**src/rtl/adc_regs.svh**
```systemverilog
`ifndef ADC_REGS_SVH
`define ADC_REGS_SVH
// Functional notes
// RULE_01: result pair holds 12-bit value, channel code in top four high-byte bits.
// RULE_02: samples no faster than one per 5 us, 200 kHz.
// RULE_03: setting dma_capture_enable starts continuous sampling per control registers.
// RULE_04: capture writes every result to external RAM without core action.
// RULE_05: software fills table channel codes in entry top nibbles first.
// RULE_06: software loads pointer low, then high, then page byte.
// RULE_07: channel code 1111 ends the table and acts as stop command.
// RULE_08: enabled capture converts and stores results sequentially from start pointer.
// RULE_09: software sets timing and trigger before enabling, else no progress.
// RULE_10: table end sets conversion_done_flag and interrupts the core.
// RULE_11: written-back results keep channel code in top four bits.
// RULE_12: core keeps running during capture.
// RULE_13: core port 0 and 2 accesses drive no pins during capture.
// RULE_14: pointer advances by two bytes; next entry code picks next channel.
// RULE_15: stop fetch means no conversion, no write, capture state cleared.

// register byte offsets
`define ADC_OFS_CTL1 8'h00
`define ADC_OFS_CTL2 8'h04
`define ADC_OFS_RES_LO 8'h08
`define ADC_OFS_RES_HI 8'h0C
`define ADC_OFS_PTR_LO 8'h10
`define ADC_OFS_PTR_HI 8'h14
`define ADC_OFS_PTR_PG 8'h18
`define ADC_OFS_IRQ_ST 8'h1C
`define ADC_OFS_IRQ_MSK 8'h20
// field positions
`define ADC_CTL2_DONE 7
`define ADC_CTL2_DMA 6
`define ADC_CTL2_SINGLE 4
`define ADC_CTL1_EXTTRIG 7
`define ADC_IRQ_TABLE 0
`define ADC_IRQ_SINGLE 1
// values
`define ADC_CH_STOP 4'hF
`define ADC_ENTRY_BYTES 24'h000002
`define ADC_RST_BYTE 8'h00
`define ADC_RESP_OKAY 2'h0
`define ADC_RESP_SLVERR 2'h2
// timing
`define ADC_CLK_MHZ 100
`define ADC_SAMPLE_MIN_NS 5000
`define ADC_SAMPLE_MIN_CYC ((`ADC_SAMPLE_MIN_NS * `ADC_CLK_MHZ + 999) / 1000)
`endif

```
**src/rtl/adc_pkg.sv**
```systemverilog
package adc_pkg;
    typedef enum logic [2:0] {
        ST_IDLE, ST_FETCH, ST_CHECK, ST_TRIG, ST_CONV, ST_WR_HI, ST_WR_LO
    } adc_state_t;

    typedef struct packed {
        logic [23:0] addr;
        logic [7:0] wdata;
        logic we;
        logic re;
    } adc_mem_req_t;

    typedef struct packed {
        logic [3:0] ch;
        logic [11:0] value;
    } adc_result_t;
endpackage

```
**src/rtl/adc_dma_capture.sv**
```systemverilog
// Chosen here: the AXI4-Lite interface to the registers and the address map.
`timescale 1ns/1ns
`include "adc_regs.svh"
module adc_dma_capture
(
    input wire logic CLK,
    input wire logic RSTN,
    input wire logic [7:0] S_AXI_AWADDR,
    input wire logic S_AXI_AWVALID,
    output logic S_AXI_AWREADY,
    input wire logic [31:0] S_AXI_WDATA,
    input wire logic [3:0] S_AXI_WSTRB,
    input wire logic S_AXI_WVALID,
    output logic S_AXI_WREADY,
    output logic [1:0] S_AXI_BRESP,
    output logic S_AXI_BVALID,
    input wire logic S_AXI_BREADY,
    input wire logic [7:0] S_AXI_ARADDR,
    input wire logic S_AXI_ARVALID,
    output logic S_AXI_ARREADY,
    output logic [31:0] S_AXI_RDATA,
    output logic [1:0] S_AXI_RRESP,
    output logic S_AXI_RVALID,
    input wire logic S_AXI_RREADY,
    output logic CONV_START,
    output logic [3:0] CONV_CH,
    input wire logic CONV_DONE,
    input wire logic [11:0] CONV_DATA,
    input wire logic EXT_TRIG,
    input wire logic [7:0] CORE_P0_O,
    input wire logic CORE_P0_OE,
    input wire logic [7:0] CORE_P2_O,
    output logic [7:0] P0_O,
    output logic P0_OE,
    input wire logic [7:0] P0_I,
    output logic [7:0] P2_O,
    output logic [7:0] MEM_ADDR_LO,
    output logic [7:0] MEM_ADDR_PG,
    output logic MEM_WE_N,
    output logic MEM_RD_N,
    output logic IRQ
);

localparam logic [15:0] MIN_CYC = 16'(`ADC_SAMPLE_MIN_CYC);

adc_pkg::adc_state_t state_q;
adc_pkg::adc_mem_req_t mem_q;
adc_pkg::adc_result_t res_q;
logic [7:0] ctl1_q;
logic dma_en_q;
logic single_q;
logic [3:0] ctl2_ch_q;
logic [23:0] ptr_q;
logic [1:0] irq_st_q;
logic [1:0] irq_msk_q;
logic [3:0] cur_ch_q;
logic [15:0] tmr_q;
logic tick;
logic [15:0] period;
logic wr_go;
logic bvalid_q;
logic [1:0] bresp_q;
logic rvalid_q;
logic [31:0] rdata_q;
logic [1:0] rresp_q;
logic table_done;
logic single_done;
logic conv_start_q;
logic conv_pending_q;
logic dma_active;

function automatic logic addr_hit(input logic [7:0] a, input logic [7:0] ofs);
    addr_hit = (a[7:2] == ofs[7:2]);
endfunction

function automatic logic [7:0] lane0(input logic [31:0] d);
    lane0 = d[7:0];
endfunction

////////////////////////////////////////////////////////////////////////////////
// bus slave: both channels taken together, so order does not matter

assign wr_go = S_AXI_AWVALID && S_AXI_WVALID && !bvalid_q;
assign S_AXI_AWREADY = wr_go;
assign S_AXI_WREADY = wr_go;
assign S_AXI_BVALID = bvalid_q;
assign S_AXI_BRESP = bresp_q;
assign S_AXI_ARREADY = !rvalid_q;
assign S_AXI_RVALID = rvalid_q;
assign S_AXI_RDATA = rdata_q;
assign S_AXI_RRESP = rresp_q;

function automatic logic mapped(input logic [7:0] a);
    mapped = addr_hit(a, `ADC_OFS_CTL1) || addr_hit(a, `ADC_OFS_CTL2)
        || addr_hit(a, `ADC_OFS_RES_LO) || addr_hit(a, `ADC_OFS_RES_HI)
        || addr_hit(a, `ADC_OFS_PTR_LO) || addr_hit(a, `ADC_OFS_PTR_HI)
        || addr_hit(a, `ADC_OFS_PTR_PG) || addr_hit(a, `ADC_OFS_IRQ_ST)
        || addr_hit(a, `ADC_OFS_IRQ_MSK);
endfunction

always_ff @(posedge CLK or negedge RSTN)
begin
    if (!RSTN)
    begin
        bvalid_q <= 1'b0;
        bresp_q <= `ADC_RESP_OKAY;
    end
    else if (wr_go)
    begin
        bvalid_q <= 1'b1;
        bresp_q <= mapped(S_AXI_AWADDR) ? `ADC_RESP_OKAY : `ADC_RESP_SLVERR;
    end
    else if (S_AXI_BREADY)
    begin
        bvalid_q <= 1'b0;
    end
end

always_ff @(posedge CLK or negedge RSTN)
begin
    if (!RSTN)
    begin
        rvalid_q <= 1'b0;
        rdata_q <= 32'h0000_0000;
        rresp_q <= `ADC_RESP_OKAY;
    end
    else if (S_AXI_ARVALID && !rvalid_q)
    begin
        rvalid_q <= 1'b1;
        rresp_q <= mapped(S_AXI_ARADDR) ? `ADC_RESP_OKAY : `ADC_RESP_SLVERR;
        rdata_q <= 32'h0000_0000;
        if (addr_hit(S_AXI_ARADDR, `ADC_OFS_CTL1))
            rdata_q[7:0] <= ctl1_q;
        else if (addr_hit(S_AXI_ARADDR, `ADC_OFS_CTL2))
            rdata_q[7:0] <= {irq_st_q[`ADC_IRQ_TABLE], dma_en_q, 1'b0, single_q, ctl2_ch_q};
        else if (addr_hit(S_AXI_ARADDR, `ADC_OFS_RES_LO))
            rdata_q[7:0] <= res_q.value[7:0]; // [RULE_01]
        else if (addr_hit(S_AXI_ARADDR, `ADC_OFS_RES_HI))
            rdata_q[7:0] <= {res_q.ch, res_q.value[11:8]}; // [RULE_01]
        else if (addr_hit(S_AXI_ARADDR, `ADC_OFS_PTR_LO))
            rdata_q[7:0] <= ptr_q[7:0];
        else if (addr_hit(S_AXI_ARADDR, `ADC_OFS_PTR_HI))
            rdata_q[7:0] <= ptr_q[15:8];
        else if (addr_hit(S_AXI_ARADDR, `ADC_OFS_PTR_PG))
            rdata_q[7:0] <= ptr_q[23:16];
        else if (addr_hit(S_AXI_ARADDR, `ADC_OFS_IRQ_ST))
            rdata_q[1:0] <= irq_st_q;
        else if (addr_hit(S_AXI_ARADDR, `ADC_OFS_IRQ_MSK))
            rdata_q[1:0] <= irq_msk_q;
    end
    else if (S_AXI_RREADY)
    begin
        rvalid_q <= 1'b0;
    end
end

////////////////////////////////////////////////////////////////////////////////
// control registers

logic wr_ctl2;
assign wr_ctl2 = wr_go && S_AXI_WSTRB[0] && addr_hit(S_AXI_AWADDR, `ADC_OFS_CTL2);

always_ff @(posedge CLK or negedge RSTN)
begin
    if (!RSTN)
    begin
        ctl1_q <= `ADC_RST_BYTE;
        irq_msk_q <= 2'h0;
        ctl2_ch_q <= 4'h0;
    end
    else if (wr_go && S_AXI_WSTRB[0])
    begin
        if (addr_hit(S_AXI_AWADDR, `ADC_OFS_CTL1))
            ctl1_q <= lane0(S_AXI_WDATA);
        if (addr_hit(S_AXI_AWADDR, `ADC_OFS_IRQ_MSK))
            irq_msk_q <= S_AXI_WDATA[1:0];
        if (wr_ctl2)
            ctl2_ch_q <= S_AXI_WDATA[3:0];
    end
end

// enable clears itself when the stop code is fetched
always_ff @(posedge CLK or negedge RSTN)
begin
    if (!RSTN)
        dma_en_q <= 1'b0;
    else if (state_q == adc_pkg::ST_CHECK && P0_I[7:4] == `ADC_CH_STOP)
        dma_en_q <= 1'b0; // [RULE_15] [RULE_07]
    else if (wr_ctl2)
        dma_en_q <= S_AXI_WDATA[`ADC_CTL2_DMA]; // [RULE_03]
end

always_ff @(posedge CLK or negedge RSTN)
begin
    if (!RSTN)
        single_q <= 1'b0;
    else if (single_done)
        single_q <= 1'b0;
    else if (wr_ctl2 && !S_AXI_WDATA[`ADC_CTL2_DMA])
        single_q <= S_AXI_WDATA[`ADC_CTL2_SINGLE];
end

// pointer bytes are separate registers; hardware advance wins over a write
always_ff @(posedge CLK or negedge RSTN)
begin
    if (!RSTN)
        ptr_q <= 24'h000000;
    else if (state_q == adc_pkg::ST_WR_LO)
        ptr_q <= ptr_q + `ADC_ENTRY_BYTES; // [RULE_14]
    else if (wr_go && S_AXI_WSTRB[0] && !dma_en_q)
    begin
        if (addr_hit(S_AXI_AWADDR, `ADC_OFS_PTR_LO))
            ptr_q[7:0] <= lane0(S_AXI_WDATA); // [RULE_06]
        if (addr_hit(S_AXI_AWADDR, `ADC_OFS_PTR_HI))
            ptr_q[15:8] <= lane0(S_AXI_WDATA);
        if (addr_hit(S_AXI_AWADDR, `ADC_OFS_PTR_PG))
            ptr_q[23:16] <= lane0(S_AXI_WDATA);
    end
end

////////////////////////////////////////////////////////////////////////////////
// interrupts: set wins over write-one-to-clear

assign table_done = state_q == adc_pkg::ST_CHECK && P0_I[7:4] == `ADC_CH_STOP;
assign single_done = !dma_en_q && conv_pending_q && CONV_DONE;

always_ff @(posedge CLK or negedge RSTN)
begin
    if (!RSTN)
        irq_st_q <= 2'h0;
    else
    begin
        for (int i = 0; i < 2; i++)
        begin
            if ((i == `ADC_IRQ_TABLE && table_done) || (i == `ADC_IRQ_SINGLE && single_done))
                irq_st_q[i] <= 1'b1; // [RULE_10]
            else if (wr_go && S_AXI_WSTRB[0] && addr_hit(S_AXI_AWADDR, `ADC_OFS_IRQ_ST)
                     && S_AXI_WDATA[i])
                irq_st_q[i] <= 1'b0;
        end
    end
end

assign IRQ = |(irq_st_q & irq_msk_q); // [RULE_10]

////////////////////////////////////////////////////////////////////////////////
// sample timer: period is a multiple of the 5 us minimum, zero means unset

assign period = 16'(ctl1_q[6:0]) * MIN_CYC; // [RULE_02]

always_ff @(posedge CLK or negedge RSTN)
begin
    if (!RSTN)
        tmr_q <= 16'h0000;
    else if (period == 16'h0000 || tmr_q >= period - 16'h0001)
        tmr_q <= 16'h0000;
    else
        tmr_q <= tmr_q + 16'h0001;
end

// external trigger still respects the 5 us floor through the timer gate
assign tick = period != 16'h0000 // [RULE_09]
    && (ctl1_q[`ADC_CTL1_EXTTRIG] ? EXT_TRIG && tmr_q == 16'h0000
                                  : tmr_q == period - 16'h0001);

////////////////////////////////////////////////////////////////////////////////
// capture sequencer

assign dma_active = dma_en_q || state_q != adc_pkg::ST_IDLE;

always_ff @(posedge CLK or negedge RSTN)
begin
    if (!RSTN)
        state_q <= adc_pkg::ST_IDLE;
    else
    begin
        unique case (state_q)
            adc_pkg::ST_IDLE:
                if (dma_en_q)
                    state_q <= adc_pkg::ST_FETCH; // [RULE_08]
            adc_pkg::ST_FETCH:
                if (mem_q.re)
                    state_q <= adc_pkg::ST_CHECK;
            adc_pkg::ST_CHECK:
                if (P0_I[7:4] == `ADC_CH_STOP)
                    state_q <= adc_pkg::ST_IDLE; // [RULE_15]
                else
                    state_q <= adc_pkg::ST_TRIG;
            adc_pkg::ST_TRIG:
                if (tick)
                    state_q <= adc_pkg::ST_CONV;
            adc_pkg::ST_CONV:
                if (CONV_DONE)
                    state_q <= adc_pkg::ST_WR_HI; // [RULE_04]
            adc_pkg::ST_WR_HI:
                state_q <= adc_pkg::ST_WR_LO;
            adc_pkg::ST_WR_LO:
                state_q <= adc_pkg::ST_FETCH; // [RULE_14]
        endcase
    end
end

always_ff @(posedge CLK or negedge RSTN)
begin
    if (!RSTN)
        cur_ch_q <= 4'h0;
    else if (state_q == adc_pkg::ST_CHECK)
        cur_ch_q <= P0_I[7:4]; // [RULE_14]
    else if (!dma_active && wr_ctl2)
        cur_ch_q <= S_AXI_WDATA[3:0];
end

always_ff @(posedge CLK or negedge RSTN)
begin
    if (!RSTN)
    begin
        conv_start_q <= 1'b0;
        conv_pending_q <= 1'b0;
    end
    else
    begin
        conv_start_q <= (state_q == adc_pkg::ST_TRIG && tick)
            || (!dma_active && single_q && !conv_pending_q && !conv_start_q && tick);
        if (CONV_DONE)
            conv_pending_q <= 1'b0;
        else if (conv_start_q)
            conv_pending_q <= 1'b1;
    end
end

assign CONV_START = conv_start_q;
assign CONV_CH = cur_ch_q;

always_ff @(posedge CLK or negedge RSTN)
begin
    if (!RSTN)
        res_q <= '0;
    else if (CONV_DONE && conv_pending_q)
    begin
        res_q.ch <= cur_ch_q; // [RULE_01] [RULE_11]
        res_q.value <= CONV_DATA;
    end
end

// memory cycles: high byte of an entry first, low byte next
// read strobe lasts one cycle and sram answers a cycle later, so fetch waits for it
always_ff @(posedge CLK or negedge RSTN)
begin
    if (!RSTN)
        mem_q <= '0;
    else
    begin
        mem_q.addr <= ptr_q;
        mem_q.re <= (state_q == adc_pkg::ST_FETCH && !mem_q.re)
            || (state_q == adc_pkg::ST_IDLE && dma_en_q);
        mem_q.we <= state_q == adc_pkg::ST_WR_HI || state_q == adc_pkg::ST_WR_LO;
        mem_q.wdata <= 8'h00;
        if (state_q == adc_pkg::ST_WR_HI)
            mem_q.wdata <= {res_q.ch, res_q.value[11:8]}; // [RULE_11]
        else if (state_q == adc_pkg::ST_WR_LO)
        begin
            mem_q.wdata <= res_q.value[7:0];
            mem_q.addr <= ptr_q + 24'h000001;
        end
    end
end

////////////////////////////////////////////////////////////////////////////////
// port muxing: core keeps running, but during capture its port writes go nowhere

always_comb
begin
    if (dma_active)
    begin
        P0_O = mem_q.we ? mem_q.wdata : mem_q.addr[7:0]; // [RULE_13]
        P0_OE = mem_q.we;
        P2_O = mem_q.addr[15:8];
    end
    else
    begin
        P0_O = CORE_P0_O; // [RULE_12]
        P0_OE = CORE_P0_OE;
        P2_O = CORE_P2_O;
    end
end

assign MEM_ADDR_LO = mem_q.addr[7:0];
assign MEM_ADDR_PG = mem_q.addr[23:16];
assign MEM_WE_N = !mem_q.we;
assign MEM_RD_N = !mem_q.re;

////////////////////////////////////////////////////////////////////////////////
// checks

logic [15:0] since_q;
always_ff @(posedge CLK or negedge RSTN)
begin
    if (!RSTN)
        since_q <= 16'hFFFF;
    else if (conv_start_q)
        since_q <= 16'h0001;
    else if (since_q != 16'hFFFF)
        since_q <= since_q + 16'h0001;
end

property p_rate;
    @(posedge CLK) disable iff (!RSTN) conv_start_q |-> since_q >= MIN_CYC;
endproperty
a_rate: assert property (p_rate) else $error("samples closer than 5 us"); // [RULE_02]

property p_stop;
    @(posedge CLK) disable iff (!RSTN) table_done |=> !dma_en_q && state_q == adc_pkg::ST_IDLE
        && !mem_q.we;
endproperty
a_stop: assert property (p_stop) else $error("stop code did not end capture"); // [RULE_15]

property p_done;
    @(posedge CLK) disable iff (!RSTN) table_done ##1 irq_msk_q[`ADC_IRQ_TABLE] |-> IRQ;
endproperty
a_done: assert property (p_done) else $error("table end gave no interrupt"); // [RULE_10]

property p_gate;
    @(posedge CLK) disable iff (!RSTN)
        dma_active |-> P0_OE == mem_q.we && P2_O == mem_q.addr[15:8];
endproperty
a_gate: assert property (p_gate) else $error("core drove port 0 during capture"); // [RULE_13]

property p_adv;
    @(posedge CLK) disable iff (!RSTN)
        state_q == adc_pkg::ST_WR_LO |=> ptr_q == $past(ptr_q) + `ADC_ENTRY_BYTES;
endproperty
a_adv: assert property (p_adv) else $error("pointer did not advance by two"); // [RULE_14]

property p_tag;
    @(posedge CLK) disable iff (!RSTN)
        state_q == adc_pkg::ST_WR_HI |=> mem_q.we && mem_q.wdata[7:4] == cur_ch_q;
endproperty
a_tag: assert property (p_tag) else $error("written result lost channel code"); // [RULE_11]

property p_unset;
    @(posedge CLK) disable iff (!RSTN) ctl1_q[6:0] == 7'h00 |=> !conv_start_q;
endproperty
a_unset: assert property (p_unset) else $error("converted with timing unset"); // [RULE_09]

property p_write;
    @(posedge CLK) disable iff (!RSTN)
        state_q == adc_pkg::ST_CONV && CONV_DONE |=> ##1 mem_q.we ##1 mem_q.we;
endproperty
a_write: assert property (p_write) else $error("result not written to memory"); // [RULE_04]

property p_start;
    @(posedge CLK) disable iff (!RSTN)
        state_q == adc_pkg::ST_IDLE && dma_en_q |=> !MEM_RD_N && MEM_ADDR_LO == ptr_q[7:0];
endproperty
a_start: assert property (p_start) else $error("capture did not start at pointer"); // [RULE_08]

endmodule

```
**config.mk**
```make
export PLATFORM = sky130hd
export DESIGN_NAME = adc_dma_capture
export DESIGN_NICKNAME = d
export VERILOG_FILES = /design/src/rtl/adc_pkg.sv /design/src/rtl/adc_dma_capture.sv
export VERILOG_INCLUDE_DIRS = /design/src /design/src/rtl
export SDC_FILE = /design/constraint.sdc
export NUM_CORES = 1
export LEC_CHECK = 0
export BUFFER_PORTS_ARGS = -buffer_cell sky130_fd_sc_hd__buf_2
export CAP_MARGIN = 20
export CORE_MARGIN = 2
export CORE_UTILIZATION = 50
export CTS_BUF_LIST = sky130_fd_sc_hd__clkbuf_4 sky130_fd_sc_hd__clkbuf_8 sky130_fd_sc_hd__clkbuf_16
export CTS_CLUSTER_DIAMETER = 30
export CTS_CLUSTER_SIZE = 8
export DETAILED_ROUTE_END_ITERATION = 10
export GPL_ROUTABILITY_DRIVEN = 0
export MAX_ROUTING_LAYER = met4
export PLACE_DENSITY_LB_ADDON = 0.1
export SLEW_MARGIN = 10
export SYNTH_ARGS = -nofsm -noshare
export SYNTH_HDL_FRONTEND = slang
export SYNTH_SLANG_ARGS = --single-unit
export TNS_END_PERCENT = 100
```
**constraint.sdc**
```tcl
create_clock -name CLK -period 6.6 [get_ports CLK]
set_input_delay 0.99 -clock CLK [delete_from_list [all_inputs] [get_ports CLK]]
set_output_delay 0.99 -clock CLK [all_outputs]
set_load 0.005 [all_outputs]
```
### Yosys cells after proc, flatten, opt, wreduce, memory -nomap -nowiden

Index checks and enable logic that the tools add are counted.

* register bits after elaboration: 131
* bits in latches: 0
* memory bits (writable): 0
* memory bits (read-only): 0
* input bits: 98
* output and inout bits: 82
* word-level logic and storage cells: 190
* memories: 0

* add/subtract/negate cells: 4
* $mul: 1
* divide/modulo/power cells: 0
* magnitude comparators: 1
* eq/ne operators: 28
* shifts and indexed selects: 0
* muxes and demuxes: 48
* bitwise gates (word level): 1
* reductions and logical operators: 81

Operators by type and width (number)
* $mux W8: 13
* $mux W24: 3
* $eq A6 B3 Y1 const B: 8
* $logic_not A16 Y1: 2
* $mux W32: 1
* $add A24 B1 Y24 const B: 1
* $add A24 B2 Y24 const B: 1
* $eq A6 B2 Y1 const B: 4
* $logic_and A1 B1 Y1: 24
* $reduce_bool A2 Y1: 12
* $logic_or A1 B1 Y1: 21
* $pmux W3 S7: 1
* $add A16 B1 Y16 const B: 1
* $eq A16 B16 Y1: 1
* $ge A16 B16 Y1: 1
* $mux W1: 16
* $mux W16: 1
* $reduce_bool A16 Y1: 1
* $sub A16 B1 Y16 const B: 1
* $mul A7 B7 Y14 const B: 1
* $eq A6 B1 Y1 const B: 2
* $eq A6 B4 Y1 const B: 2
* $logic_not A6 Y1: 2
* $mux W2: 6
* other kinds (15): 38

### Longest topological paths before layout

Gate-level depths: netlist of run 1.

* word-level depth: 10
* gate-level depth with buffers: 23
* depth with buffers taken out: 22

### Least setup slack after synthesis of run 1

OpenSTA, ideal clock, no wires.

* kind: flip-flop to flip-flop
* from: reg ctl1_q[0]
* to: reg tmr_q[9]
* setup time: 0.071 ns
* data arrival time: 5.517 ns
* data required time: 6.529 ns
* setup slack: 1.012 ns
* stages on the path, launching flop included: 23
* path buffers: 1
* period minus slack after synthesis: 5.588 ns
* cell sequence: dfrtp_1 -> inv_1 -> fa_1 -> fa_1 -> inv_1 -> fa_1 -> fa_1 -> ha_1 -> nand2_1 -> o2111a_1 -> or3_4 -> a2111oi_4 -> nand2_1 -> nor2_1 -> xnor2_1 -> ha_1 -> nand4_1 -> nor2_1 -> o21a_1 -> o221ai_1 -> o311ai_4 -> buf_6 -> nor2_1

* word-level cells in the longest chain between the ends: 5
* elaborated cells between the ends (all ways): 6
* those cells by class: add/sub (1); mul (1); order compare (1); mux (1); reduce/logical (2)

RTL lines
* from (decl): line adc_dma_capture.sv:49 `logic [7:0] ctl1_q;`
* from (signal assigned): line adc_dma_capture.sv:167 `` ctl1_q <= `ADC_RST_BYTE; ``
* from (signal assigned): line adc_dma_capture.sv:174 `ctl1_q <= lane0(S_AXI_WDATA);`
* $mul A7 B7 Y14 *: line adc_dma_capture.sv:249 `assign period = 16'(ctl1_q[6:0]) * MIN_CYC;`
* $sub A16 B1 Y16: line adc_dma_capture.sv:255 `else if (period == 16'h0000 || tmr_q >= period - 16'h0001)`
* $ge A16 B16 Y1: line adc_dma_capture.sv:255
* $logic_or A1 B1 Y1 *: line adc_dma_capture.sv:255
* $mux W16 *: line adc_dma_capture.sv:255
* to (signal assigned): line adc_dma_capture.sv:258 `tmr_q <= tmr_q + 16'h0001;`
* to (decl): line adc_dma_capture.sv:57 `logic [15:0] tmr_q;`

Every way passes the cells marked *; elsewhere a longest branch is shown, timed or not.
A chain may end at the register's enable or synchronous reset.

### Worst setup path after layout of run 1

* from: reg ctl1_q[0]
* to: reg state_q[2]

* word-level cells in the longest chain between the ends: 7
* elaborated cells between the ends (all ways): 8
* those cells by class: add/sub (1); mul (1); eq/ne (2); mux (1); reduce/logical (3)

RTL lines
* $mul A7 B7 Y14 *: line adc_dma_capture.sv:249
* $sub A16 B1 Y16: line adc_dma_capture.sv:264 `: tmr_q == period - 16'h0001);`
* $eq A16 B16 Y1: line adc_dma_capture.sv:264
* $mux W1: line adc_dma_capture.sv:263 `` && (ctl1_q[`ADC_CTL1_EXTTRIG] ? EXT_TRIG && tmr_q == 16'h0000 ``
* $logic_and A1 B1 Y1 *: line adc_dma_capture.sv:262 `assign tick = period != 16'h0000`
* $ne A2 B2 Y1 (no source line) *
* $reduce_and A4 Y1 (no source line) *
* to (signal assigned): line adc_dma_capture.sv:274 `state_q <= adc_pkg::ST_IDLE;`
* to (signal assigned): line adc_dma_capture.sv:280 `state_q <= adc_pkg::ST_FETCH;`
* to (signal assigned): line adc_dma_capture.sv:283 `state_q <= adc_pkg::ST_CHECK;`
* to (decl): line adc_dma_capture.sv:46 `adc_pkg::adc_state_t state_q;`

Marked as above.

==> results of run 1 <==
## power by group through the flow
stage	clock, mW	sequential (mW)	combinational [mW]
3_3_place_gp	0	1.03	1.62
3_5_place_dp	0	1.03	1.64
6_report	0.981	1.02	1.64
4_1_cts	0.996	1.02	1.65
5_1_grt	1.03	1.03	1.87
2_1_floorplan	0	0.977	1.33
## kinds of logic (layout without fill, tap and decap cells)
group                      Yosys count  in the layout  synth area share [%]
AOI/OAI and AO/OA                  183            183                  13.5
xor gates and xnor gates            55             55                  5.48
adders and majority gates           71             71                  11.6
buffers and inverters              146            218                  8.16
DFF                                129            129                  36.7
muxes                               55             55                  6.96
other                                1             26                0.0427
and+or+nand+nor                    335            335                  17.5
## registers in the layout (all words and copies together) (netlist names), 2 cells and up
| register | count |
|---|---|
| CONV_CH | 4 |
| MEM_ADDR_LO | 8 |
| MEM_ADDR_PG | 8 |
| S_AXI_RDATA | 8 |
| ctl1_q | 8 |
| ctl2_ch_q | 4 |
| irq_msk_q | 2 |
| irq_st_q | 2 |
| mem_q | 18 |
| ptr_q | 24 |
| res_q | 16 |
| state_q | 3 |
| tmr_q | 16 |
## routing by layer
| layer | wire length [um] | track usage (%) | share of wire, % |
|---|---|---|---|
| met4 | 448 | 9.03 | 2.0 |
| met3 | 1500 | 4.85 | 6.8 |
| met5 | 0 | - | 0 |
| met1 | 10600 | 35.8 | 48 |
| met2 | 9630 | 37.1 | 43 |
## layout by cell type, fill, tap and decap left out, types with 4 or more instances in the layout
master | synthesis | final
buf_4 | 43 | 6
nand2b_1 | 6 | 6
nor4_1 | 10 | 10
mux2_2 | 29 | 29
a211oi_1 | 10 | 10
and2_1 | 4 | 4
nor2b_1 | 10 | 10
a22oi_1 | 10 | 10
nand3_1 | 21 | 21
inv_1 | 63 | 63
o21a_1 | 5 | 5
conb_1 | 1 | 26
dfrtp_1 | 129 | 129
o22ai_1 | 7 | 7
buf_2 | 0 | 117
a31oi_1 | 6 | 6
clkbuf_16 | 0 | 17
xnor2_1 | 28 | 28
mux2i_1 | 24 | 24
nor3_1 | 18 | 18
a211o_1 | 4 | 4
ha_1 | 53 | 53
o221ai_1 | 4 | 4
a21o_1 | 9 | 9
nand2_1 | 111 | 111
nand4_1 | 12 | 12
clkbuf_8 | 0 | 4
xor2_1 | 27 | 27
fa_1 | 18 | 18
o21ai_0 | 60 | 60
a21oi_1 | 42 | 42
or3_1 | 9 | 9
nor2_1 | 112 | 112
## critical path, cell delays in order, from the launching register on
cell and delay, ps:
dfrtp_1 500, inv_1 140, fa_1 550, fa_1 520, inv_1 50, fa_1 580
fa_1 430, ha_1 390, nand2_1 100, o2111a_1 240, or3_4 420, a2111oi_4 380
nand2_1 120, nor4_1 250, xnor2_1 180, ha_1 280, nand4b_1 100, nor2_1 40
a41oi_1 420, nand2b_1 190, o22ai_1 70
## worst paths after layout
check / end / startpoint / cells after the start / slack (ps)
setup / recovery: state_q[2]$_DFFE_PN0P_ / ctl1_q[0]$_DFFE_PN0P_ / 20 / 490
hold / removal: S_AXI_RRESP[1]$_DFFE_PN0P_ / S_AXI_RRESP[1]$_DFFE_PN0P_ / 2 / 470
setup reg to reg: state_q[2]$_DFFE_PN0P_ / ctl1_q[0]$_DFFE_PN0P_ / 20 / 490
hold reg to reg: S_AXI_RRESP[1]$_DFFE_PN0P_ / S_AXI_RRESP[1]$_DFFE_PN0P_ / 2 / 470
max in group asynchronous: MEM_ADDR_PG[7]$_DFF_PN0_ / RSTN / 2 / 4570
min in group asynchronous: mem_q[0]$_DFF_PN0_ / RSTN / 1 / 660
## per-stage QoR
stage	setup WS (ps)	utilization (%)	power, mW
after global placement	521	54.1	2.65
after CTS	442	57.7	3.67
after floorplan	1010	-	2.31
after detailed placement	478	54.1	2.67
after global routing	98.7	57.7	3.93
final	492	57.7	3.64
## layout make-up
cell class / instances / area (sq um) / area share, %
clock buffers: 23 / 495 / 4.98
clock inverters: 9 / 129 / 1.30
inverters: 63 / 236 / 2.38
multi-input cells: 725 / 4950 / 49.7
flip-flops and latches: 129 / 3230 / 32.4
well taps: 225 / 282 / 2.83
repair buffers: 123 / 631 / 6.34
==> flow_summary.toml, run 1 <==
[synth]
synth-seq-cells = 129
synth_top_cells_by_count = "dfrtp_1 (129), nor2_1 (112), nand2_1 (111)"
synth.most_common_cell = "dfrtp_1"
synthesis.area_sq_um = 8790
synthDistinctLibCells = 66
synthFlopType = "dfrtp_1"
synth_area_leaders = "dfrtp_1 (37%), ha_1 (7.5%), nor2_1 (4.8%)"
ys_seq_area_share_pct = 36.7
synth_top_cell_area_share_pct = 36.7
syn-mean-instance-area_sq_um = 9.02
synth_largest_area_cell = "dfrtp_1"
synthCells = 975
ys_warn_count = 0
synthArstFlopShare_pct = 100
synth-edff-count = 0

[job]
cap_violations = 0

[clocking]
cts_buffers = 17
cts_tree = "yes"
clk_pin_slew_worst_paths_ps = 50
clk_path_buf_depth = 2
hold_buffers = 0
cts_resized = 0
cts_setup_buffers = 0
cts_root_buf = "clkbuf_16"
cts_sinks = 129
htree_levels = 4
clock_latency_ps = 430

[layout]
nNetsFinal = 1228
diodes = 0
fill_cells = 1570
finalInstanceArea_sq_um = 9950
drive_above_1_share_pct = 18.4
area_growth_pct = 13.2
stdcell_count = 1297

[critical_path]
cp_max_fo = 8
worstPathArrival_ps = 6370
crit_required_ps = 6860
crit_type = "flop to flop"
endpoint_kind = "flop"
worstSetupStartpointType = "flop"

[global_route]
antenna_found_initial = 0
grt_overflow_total = 0
grt_max_degree = 67
grt.total_usage_pct = 25.5
grt_pass1_vias = 6603
grt_first_pass_wirelength_mm = 35.2

[power]
internal_power_mw = 2.24
p_per_area_nw_per_um2 = 366
swShare_pct = 38.4
sequentialPowerShare_pct = 28.0
leakagePower_nw = 4.63
power.share.clock_pct = 26.9
ir_drop_mv = 0.632
combPwrFrac_pct = 45.0
power_switching_mw = 1.40

[floorplan]
initial_utilization_pct = 51.0
die_height_um = 137
dieArea_sq_um = 18700
core_sq_um = 17200
die_w_um = 137
ios = 180
rows = 48

[sta]
fin_tns_setup_ps = 0
worst_pin_slew_ps = 943
rsz0062_at_grt = "no"
hold_viol_final = 0
timing.hold.ws_ps = 470
final.period_utilization_pct = 92.5
slew_viol_final = 0
final-setup-viol-count = 0
period_minus_slack_ps = 6110
timing.fmax_ghz = 0.164
maxSlewHeadroom_pct = 37.0
fin_worst_skew_ps = 13.1

[routing]
vias = 7130
wl_per_cell_um = 17.1
dr.pass1.iters = 9
ant_nets = 0
drc = 0
vias_per_cell = 5.50
first_iter_violations = 560
wirelength_mm = 22.2

[place]
dp_cells = 1265
hpwlAfterDp_mm = 16.6
port_buffers = 118
place_area_sq_um = 9330

[hold_path]
hold_path.class = "flop to flop"

[run_status]
outcome = "finished clean"
Note: power is estimated with default switching activity, not from simulation.
==> run 2, diff against run 1 <==
clock period = 6.9 ns   (was 6.6 ns; I/O delays follow)
==> run 2 against run 1 <==
- clock skew is 3.6 ps lower
- worst hold slack lost 2.4 ps
- die area unchanged
- register-to-register slack better by 240 ps
- global-route usage about the same
- largest cell class unchanged
==> flow_summary.toml, run 2 (same netlist as run 1, synthesis figures left out) <==
[run_status]
outcome = "finished clean"

[routing]
wl_per_cell_um = 17.1
vias = 7111
wirelength_mm = 22.1
dr.pass1.iters = 7
first_iter_violations = 576
ant_nets = 0
drc = 0
vias_per_cell = 5.48

[hold_path]
hold_path.class = "flop to flop"

[layout]
largest_registers = "ptr_q: 24 flops, mem_q: 18 flops"
layout_common_cells = "dfrtp_1 (129), buf_2 (117), nor2_1 (112)"
final_common_cell = "dfrtp_1"
area_growth_pct = 13.8
largest_register_ff_count = 24
fill_cells = 1513
diodes = 0
regMostFlops = "ptr_q"
nNetsFinal = 1228
drive_above_1_share_pct = 18.4

[place]
pre_cts_ws_ps = 775
hpwlAfterDp_mm = 16.6
port_buffers = 118

[sta]
final.period_utilization_pct = 89.5
worst_slack_ps = 728
slew_viol_final = 0
rsz0062_at_grt = "no"
period_minus_slack_ps = 6170
fin_worst_skew_ps = 9.54
timing.fmax_ghz = 0.162
maxSlewHeadroom_pct = 38.7
final-setup-viol-count = 0
hold_viol_final = 0
worst_pin_slew_ps = 918
fin_tns_setup_ps = 0

[floorplan]
initial_utilization_pct = 51.0
core_sq_um = 17200
ios = 180
dieArea_sq_um = 18700
die_height_um = 137
rows = 48
die_w_um = 137

[clocking]
clk_path_buf_depth = 2
clock_latency_ps = 430
htree_levels = 4
cts_sinks = 129
cts_root_buf = "clkbuf_16"
cts_tree = "yes"
clk_pin_slew_worst_paths_ps = 60
hold_buffers = 0
cts_buffers = 17
cts_setup_buffers = 0
cts_resized = 0

[critical_path]
crit_required_ps = 7170
crit_type = "flop to flop"
worstSetupStartpointType = "flop"
worstPathArrival_ps = 6440
cp_max_fo = 8
endpoint_kind = "flop"

[power]
p_per_area_nw_per_um2 = 359
ir_drop_mv = 0.501
leakagePower_nw = 4.65

[global_route]
grt_overflow_total = 0
grt_pass1_vias = 6526
grt_first_pass_wirelength_mm = 35.4
antenna_found_initial = 0
grt.total_usage_pct = 25.6
grt_max_degree = 71

[job]
cap_violations = 0
-- run 2: area by class of cell --
| class | instances | area, sq um | area share, % |
|---|---|---|---|
| well taps | 225 | 282 | 2.81 |
| inverters | 63 | 236 | 2.36 |
| clock buffers | 19 | 447 | 4.46 |
| clock inverters | 13 | 233 | 2.33 |
| flip-flops and latches | 129 | 3230 | 32.3 |
| multi-input cells | 725 | 4950 | 49.5 |
| repair buffers | 123 | 631 | 6.30 |
-- run 2: power by group --
part / internal, mW / leakage, nW / switching [mW] / total, mW
Clock: 0.692 / 0.331 / 0.344 / 1.04
Sequential: 0.850 / 1.60 / 0.127 / 0.977
Combinational: 0.682 / 2.72 / 0.894 / 1.58
-- run 2: worst max-delay path, stage by stage, from the launching register on --
cell and delay (ps):
dfrtp_1 510, inv_1 140, fa_1 540, fa_1 520
inv_1 50, fa_1 580, fa_1 430, ha_1 390
nand2_1 90, o2111a_1 240, or3_4 420, a2111oi_4 380
nand2_1 120, nor4_1 270, xnor2_1 170, ha_1 280
nand4b_1 120, nor2_1 50, a41oi_1 440, nand2b_1 200
o22ai_1 70
-- run 2: per-layer routing --
layer | vias to the layer above | track usage, % | wire (um)
met5 | - | - | 0
met4 | 0 | 7.87 | 410
met3 | 31 | 4.78 | 1690
met2 | 278 | 36.3 | 9600
met1 | 3324 | 37.0 | 10400
li1 | 3478 | - | -
-- run 2: worst paths after layout --
check | from | to | slack [ps] | depth (start not counted)
setup / recovery | ctl1_q[0]$_DFFE_PN0P_ | state_q[2]$_DFFE_PN0P_ | 730 | 20
hold / removal | ctl2_ch_q[1]$_DFFE_PN0P_ | ctl2_ch_q[1]$_DFFE_PN0P_ | 470 | 2
setup reg to reg | ctl1_q[0]$_DFFE_PN0P_ | state_q[2]$_DFFE_PN0P_ | 730 | 20
hold reg to reg | ctl2_ch_q[1]$_DFFE_PN0P_ | ctl2_ch_q[1]$_DFFE_PN0P_ | 470 | 2
max in group asynchronous | RSTN | ptr_q[7]$_DFFE_PN0P_ | 4860 | 2
min in group asynchronous | RSTN | mem_q[0]$_DFF_PN0_ | 670 | 1
-- run 2: metrics by stage --
step	cell area [sq um]	std cells	hold WS (ps)	power, mW	utilization (%)
2_1_floorplan	8880	1000	440	2.21	-
3_3_place_gp	9330	1265	454	2.54	54.1
3_5_place_dp	9330	1265	460	2.56	54.1
4_1_cts	10000	1297	474	3.62	58.0
5_1_grt	10000	1297	495	3.88	58.0
6_report	10000	1297	468	3.59	58.0
